File: src/hw/sesl_pkg.sv
package sesl_pkg;

  // ****************************************************************
  // widths
  // ****************************************************************
  localparam int unsigned IO_AW = 16;
  localparam int unsigned DW = 8;
  localparam int unsigned NUM_SRC = 6;

  // ****************************************************************
  // offsets inside the two system i/o windows
  // ****************************************************************
  localparam logic [IO_AW-1:0] OFS_PM_TIMER_TOP = 16'h000b;
  localparam logic [IO_AW-1:0] OFS_EVT0_STATUS_LOW = 16'h0000;
  localparam logic [IO_AW-1:0] OFS_EVT0_STATUS_HIGH = 16'h0001;
  localparam logic [IO_AW-1:0] OFS_EVT0_ENABLE_LOW = 16'h0002;
  localparam logic [IO_AW-1:0] OFS_EVT0_ENABLE_HIGH = 16'h0003;

  // ****************************************************************
  // reset values and fixed read values
  // ****************************************************************
  localparam logic [DW-1:0] RST_BYTE = 8'h00;
  localparam logic [DW-1:0] ZERO_BYTE = 8'h00;
  localparam logic [NUM_SRC-1:0] RST_SRC = 6'h00;
  localparam logic [DW-NUM_SRC-1:0] RSVD_BITS = 2'h0;

  // ****************************************************************
  // source bit positions
  // ****************************************************************
  localparam int unsigned BIT_SERIAL_PORT_TWO = 0;
  localparam int unsigned BIT_SERIAL_PORT_ONE = 1;
  localparam int unsigned BIT_FLOPPY_CTRL = 2;
  localparam int unsigned BIT_PRINTER_PORT = 3;
  localparam int unsigned BIT_KEYBOARD_CTRL = 4;
  localparam int unsigned BIT_POINTER_DEVICE = 5;

endpackage

File: src/hw/sesl_event_flag.sv
`timescale 1ns/1ps
// one sticky event flag: set on a rising request, cleared by software
module sesl_event_flag (
  input wire logic ref_clk,
  input wire logic rstn,
  input wire logic irq,
  input wire logic clear,
  output logic flag
);

  logic irq_prev_reg;
  logic flag_reg;
  logic flag_next;
  wire irq_rise = irq & ~irq_prev_reg;

  // clear has priority: a request in the clearing cycle counts as arriving while set
  assign flag_next = clear ? 1'b0 : (flag_reg | irq_rise);
  assign flag = flag_reg;

  always_ff @(posedge ref_clk or negedge rstn) begin
    if (!rstn) begin
      irq_prev_reg <= 1'b0;
      flag_reg <= 1'b0;
    end else begin
      irq_prev_reg <= irq;
      flag_reg <= flag_next;
    end
  end

endmodule // sesl_event_flag

File: src/hw/sesl_top.sv
`timescale 1ns/1ps
// Behaviour
// - upper timer byte at power-management offset b always reads zero, default zero.
// - a raised peripheral request sets its status bit until software clears it, unless a clear of that bit is taken at the same edge.
// - set status with matching enable set drives active-low sci output.
// - writing 1 to a status bit clears it; bits written 0 unchanged.
// - writing 0 to any status bit has no effect.
// - while a status bit is set, further requests from that source are ignored.
// - bits 0-5 are serial two, serial one, floppy, printer, keyboard, pointer; 6-7 reserved.
// - sci is the or over six sources of enable and status.
module sesl_top (
  input wire logic ref_clk,
  input wire logic rstn,
  input wire logic [15:0] pm_base,
  input wire logic [15:0] evt_base,
  input wire logic [15:0] io_addr,
  input wire logic io_rd,
  input wire logic io_wr,
  input wire logic [7:0] io_wdata,
  output logic [7:0] io_rdata,
  input wire logic serial_port_two_irq,
  input wire logic serial_port_one_irq,
  input wire logic floppy_ctrl_irq,
  input wire logic printer_port_irq,
  input wire logic keyboard_ctrl_irq,
  input wire logic pointer_device_irq,
  output logic sci_n
);

  // ****************************************************************
  // address decode
  // ****************************************************************
  wire hit_timer_top = (io_addr == pm_base + sesl_pkg::OFS_PM_TIMER_TOP);
  wire hit_status_low = (io_addr == evt_base + sesl_pkg::OFS_EVT0_STATUS_LOW);
  wire hit_status_high = (io_addr == evt_base + sesl_pkg::OFS_EVT0_STATUS_HIGH);
  wire hit_enable_low = (io_addr == evt_base + sesl_pkg::OFS_EVT0_ENABLE_LOW);
  wire hit_enable_high = (io_addr == evt_base + sesl_pkg::OFS_EVT0_ENABLE_HIGH);

  wire status_wr = io_wr & hit_status_low;
  wire enable_wr = io_wr & hit_enable_low;

  // ****************************************************************
  // sources and flags
  // ****************************************************************
  logic [sesl_pkg::NUM_SRC-1:0] irq_vec;
  logic [sesl_pkg::NUM_SRC-1:0] flag_vec;
  logic [sesl_pkg::NUM_SRC-1:0] clear_vec;
  logic [sesl_pkg::NUM_SRC-1:0] enable_reg;
  logic [7:0] io_rdata_reg;
  logic [7:0] rdata_next;

  assign irq_vec[sesl_pkg::BIT_SERIAL_PORT_TWO] = serial_port_two_irq;
  assign irq_vec[sesl_pkg::BIT_SERIAL_PORT_ONE] = serial_port_one_irq;
  assign irq_vec[sesl_pkg::BIT_FLOPPY_CTRL] = floppy_ctrl_irq;
  assign irq_vec[sesl_pkg::BIT_PRINTER_PORT] = printer_port_irq;
  assign irq_vec[sesl_pkg::BIT_KEYBOARD_CTRL] = keyboard_ctrl_irq;
  assign irq_vec[sesl_pkg::BIT_POINTER_DEVICE] = pointer_device_irq;

  // zero bits in the written byte leave their flags alone
  assign clear_vec = status_wr ? io_wdata[sesl_pkg::NUM_SRC-1:0] : sesl_pkg::RST_SRC;

  for (genvar i = 0; i < sesl_pkg::NUM_SRC; i++) begin : g_src
    sesl_event_flag u_flag (
      .ref_clk(ref_clk),
      .rstn(rstn),
      .irq(irq_vec[i]),
      .clear(clear_vec[i]),
      .flag(flag_vec[i])
    );
  end

  // ****************************************************************
  // enable register and sci output
  // ****************************************************************
  always_ff @(posedge ref_clk or negedge rstn) begin
    if (!rstn) begin
      enable_reg <= sesl_pkg::RST_SRC;
    end else if (enable_wr) begin
      enable_reg <= io_wdata[sesl_pkg::NUM_SRC-1:0];
    end
  end

  // all state feeding this is registered, so the pin is glitch free
  assign sci_n = ~|(enable_reg & flag_vec);

  // ****************************************************************
  // read path
  // ****************************************************************
  // reserved bytes and unmapped addresses answer zero
  assign rdata_next = hit_status_low ? {sesl_pkg::RSVD_BITS, flag_vec} :
                      hit_enable_low ? {sesl_pkg::RSVD_BITS, enable_reg} :
                      (hit_timer_top | hit_status_high | hit_enable_high) ? sesl_pkg::ZERO_BYTE :
                      sesl_pkg::ZERO_BYTE;

  always_ff @(posedge ref_clk or negedge rstn) begin
    if (!rstn) begin
      io_rdata_reg <= sesl_pkg::RST_BYTE;
    end else if (io_rd) begin
      io_rdata_reg <= rdata_next;
    end
  end

  assign io_rdata = io_rdata_reg;

  // ****************************************************************
  // checks
  // ****************************************************************
  logic [sesl_pkg::NUM_SRC-1:0] irq_prev_chk;
  always_ff @(posedge ref_clk or negedge rstn) begin
    if (!rstn) begin
      irq_prev_chk <= sesl_pkg::RST_SRC;
    end else begin
      irq_prev_chk <= irq_vec;
    end
  end
  wire [sesl_pkg::NUM_SRC-1:0] rise_chk = irq_vec & ~irq_prev_chk;
endmodule // sesl_top

File: config.mk
export PLATFORM = sky130hd
export DESIGN_NAME = sesl_top
export DESIGN_NICKNAME = d
export VERILOG_FILES = /design/src/hw/sesl_pkg.sv /design/src/hw/sesl_event_flag.sv /design/src/hw/sesl_top.sv
export SDC_FILE = /design/constraint.sdc
export NUM_CORES = 1
export LEC_CHECK = 0
export BUFFER_PORTS_ARGS = -buffer_cell sky130_fd_sc_hd__buf_2
export CORE_MARGIN = 2
export CORE_UTILIZATION = 51
export CTS_CLUSTER_SIZE = 20
export DETAILED_ROUTE_END_ITERATION = 10
export GPL_ROUTABILITY_DRIVEN = 0
export PLACE_DENSITY = 0.88
export SYNTH_ARGS = -nofsm -noshare
export SYNTH_HDL_FRONTEND = slang
export SYNTH_SLANG_ARGS = --single-unit
File: constraint.sdc
create_clock -name ref_clk -period 1.53 [get_ports ref_clk]
set_input_delay 0.153 -clock ref_clk [delete_from_list [all_inputs] [get_ports ref_clk]]
set_output_delay 0.153 -clock ref_clk [all_outputs]
set_load 0.01 [all_outputs]
==> flow_summary.json <==
{
  "cts.sink_count": 24,
  "crit_slowest_cell": "mux2_4",
  "cap_viol_max_count": 0,
  "via_per_inst": 6.080,
  "fmax_mhz": 523.4,
  "rows": 20,
  "endpoint": "enable_reg[3]",
  "syn_avg_cell_area_um2": 9.569,
  "grt_max_degree": 25,
  "max_stage_delay_ns": 0.30,
  "hpwlAfterDp_um": 3871,
  "fillers": 174,
  "wl_um": 6181,
  "clk_path_buf_depth": 2,
  "synth-async-reset-ratio_pct": 100.0,
  "synth_area_leaders": "dfrtp_1 36%, xnor2_1 7.3%, mux2_4 5.3%",
  "rsz0062_at_grt": "true",
  "clkTransAtPathRegs_ns": 0.13,
  "grt_pass1_vias": 1984,
  "drt-pass1-iter-count": 6,
  "maxSlewHeadroom_pct": 64.76,
  "cp.required_ns": 1.74,
  "fin_crit_sh_pct": 124.9,
  "post-route-drc-count": 0,
  "hp-class": "input pin to register",
  "areaGrowthSynthToFinish_pct": 57.13,
  "violations": "setup timing",
  "grt_util_all_layers_pct": 32.16,
  "synthCells": 176,
  "synth.yosys.seq_area_share_pct": 35.66,
  "die_area_um2": 3778,
  "holdWs_ns": 0.02291,
  "clk_latency_ns": 0.31,
  "hold_viol": 0,
  "fp.dieW_um": 61.47,
  "num_vias": 1970,
  "critPathBufInv": 4,
  "powerDensity_nw_per_um2": 614.3,
  "worstMarginPinSlew_ns": 0.5286,
  "yosysMostFrequentCell": "dfrtp_1",
  "fp.coreArea_um2": 3103,
  "antenna_found_initial": 0,
  "cp_cell_sequence": "buf_8 > nand4_1 > nor4_4 > buf_4 > mux2i_2 > mux2i_1 > o21ai_2 > buf_6 > and3_4 > buf_6 > mux2_4",
  "drt-initial-drc-count": 186,
  "r2r_start": "enable_reg[4]",
  "period_needed_ns": 1.911,
  "critPathTopFamily": "simple AND/OR/NAND/NOR gates",
  "setup_violations": 13,
  "io_pins": 75,
  "synth_edf_count": 0,
  "ir_drop_uv": 420.1,
  "wl_per_cell_um": 19.08,
  "crit_top_cell": "buf_6",
  "cellLeakagePower_uw": 0.001176,
  "setup_slack_ns": -0.3807,
  "ys_ff_latch": 24,
  "root_buffer": "clkbuf_4",
  "r2r_end": "enable_reg[4]",
  "yosysWarnings": 0,
  "cp_max_fo": 4,
  "slew_violations": 0,
  "yosysTopAreaCellShare_pct": 35.66,
  "grt-ovfl-total": 0,
  "status": "finished with violations",
  "cp-start-kind": "input pin",
  "path_class": "input pin to register",
  "rr_worst_depth": 3,
  "fin_skew_ns": 0.003161,
  "ys_top_cells_by_count": "24 x dfrtp_1, 14 x xnor2_1, 13 x a21oi_1",
  "htree_levels": 1,
  "grt_pass1_wl_um": 8804,
  "synth_flop_cell": "dfrtp_1",
  "detail-route-antenna-nets": 0,
  "cts_tree": "built",
  "port_buffers": 54,
  "synth_area_um2": 1684,
  "p_total_uw": 1626,
  "die_h_um": 61.47,
  "start_util_pct": 54.27,
  "end_kind": "register",
  "cts_buffers": 3,
  "yosysTopAreaCell": "dfrtp_1",
  "ys_types": 48,
  "final_layout_size_suffix_gt1_share_pct": 48.21,
  "worstPathArrival_ns": 2.12,
  "ff2ff_setup_slack_ns": 0.46,
  "fin_nets": 348,
  "path_depth": 11,
  "crit_start": "evt_base[10]",
  "n_antenna_cell": 0
}
worst min-delay path by stage:
stage                      startpoint                            to  slack [ns]  cells after the start
final                     io_wdata[4]          g_src[4].u_flag.flag        0.02                      2
after global routing      io_wdata[4]          g_src[4].u_flag.flag       0.007                      2
after CTS                 io_wdata[2]          g_src[2].u_flag.flag       0.006                      2
after detailed placement         rstn  g_src[1].u_flag.irq_prev_reg        0.15                      1
after global placement           rstn                   io_rdata[5]        0.14                      1
after floorplan                  rstn                 enable_reg[0]       -0.14                      0
logic make-up after synthesis:
group / Yosys count / synth area share, %
mux: 8 / 6.538
compound gates: 37 / 14.86
simple gates: 63 / 23.10
xor+xnor: 23 / 13.52
other cells: 1 / 0.2227
buf+inv: 19 / 5.348
fa+ha+maj: 1 / 0.7428
flops: 24 / 35.66
power breakdown:
| group | internal [µW] | leakage [µW] | switching [µW] |
|---|---|---|---|
| registers | 653 | 0.000281 | 8.39 |
| clock network | 265 | 0.0000279 | 195 |
| logic | 258 | 0.000867 | 246 |
cell usage in the layout (no fill, tap or decap), drive strengths merged, types with 3 or more instances in the layout:
cell type,netlist,layout
a31oi,7,7
clkbuf,4,3
nand4b,7,7
buf,6,102
nand2,12,12
dfrtp,24,24
xnor2,15,15
a21oi,13,13
nand3,7,7
xor2,8,8
inv,9,9
dlygate4sd3,0,7
nor2,9,9
mux2,6,6
and2,3,3
nand4,7,7
nor4,7,7
what timing repair did:
item | 4_1_cts | 5_1_grt
pin swaps | 10 | 9
endpoints found under the setup margin | 17 | 19
hold buffers | 7 | 0
resized for setup | 22 | 11
buffers inserted | 5 | 4
cloned | 0 | 0
hold endpoints to repair | 30 | 0
through the flow:
step | cell area, µm² | utilization (%) | TNS, ns | worst slack, ns | cells
after floorplan | 1762 | - | -4.122 | -0.5438 | 177
after CTS | 2571 | 82.86 | -2.383 | -0.2958 | 321
after global placement | 2317 | 74.68 | -7.734 | -0.6178 | 305
after detailed placement | 2317 | 74.68 | -9.126 | -0.7321 | 305
after global routing | 2646 | 85.28 | -4.540 | -0.4502 | 324
final | 2646 | 85.28 | -3.446 | -0.3807 | 324
layer usage:
metal | routed length, µm | up-vias | part of all wire, % | GRT usage (%)
met1 | 2147 | 938 | 35 | 32.81
met2 | 3180 | 139 | 51 | 61.40
li1 | - | 851 | - | -
met3 | 488 | 42 | 7.9 | 6.933
met5 | 0 | - | 0 | 0
met4 | 365 | 0 | 5.9 | 15.50
area by class of cell:
| type | instances | area [µm²] | area share, % |
|---|---|---|---|
| multi-input combinational | 134 | 1120 | 42.32 |
| timing repair buffer | 109 | 784.5 | 29.65 |
| sequential | 24 | 600.6 | 22.70 |
| tap | 44 | 55.05 | 2.080 |
| inverter | 9 | 33.78 | 1.277 |
| clock inverter | 1 | 30.03 | 1.135 |
| clock buffer | 3 | 22.52 | 0.8511 |
Note: power is estimated with default switching activity, not from simulation.
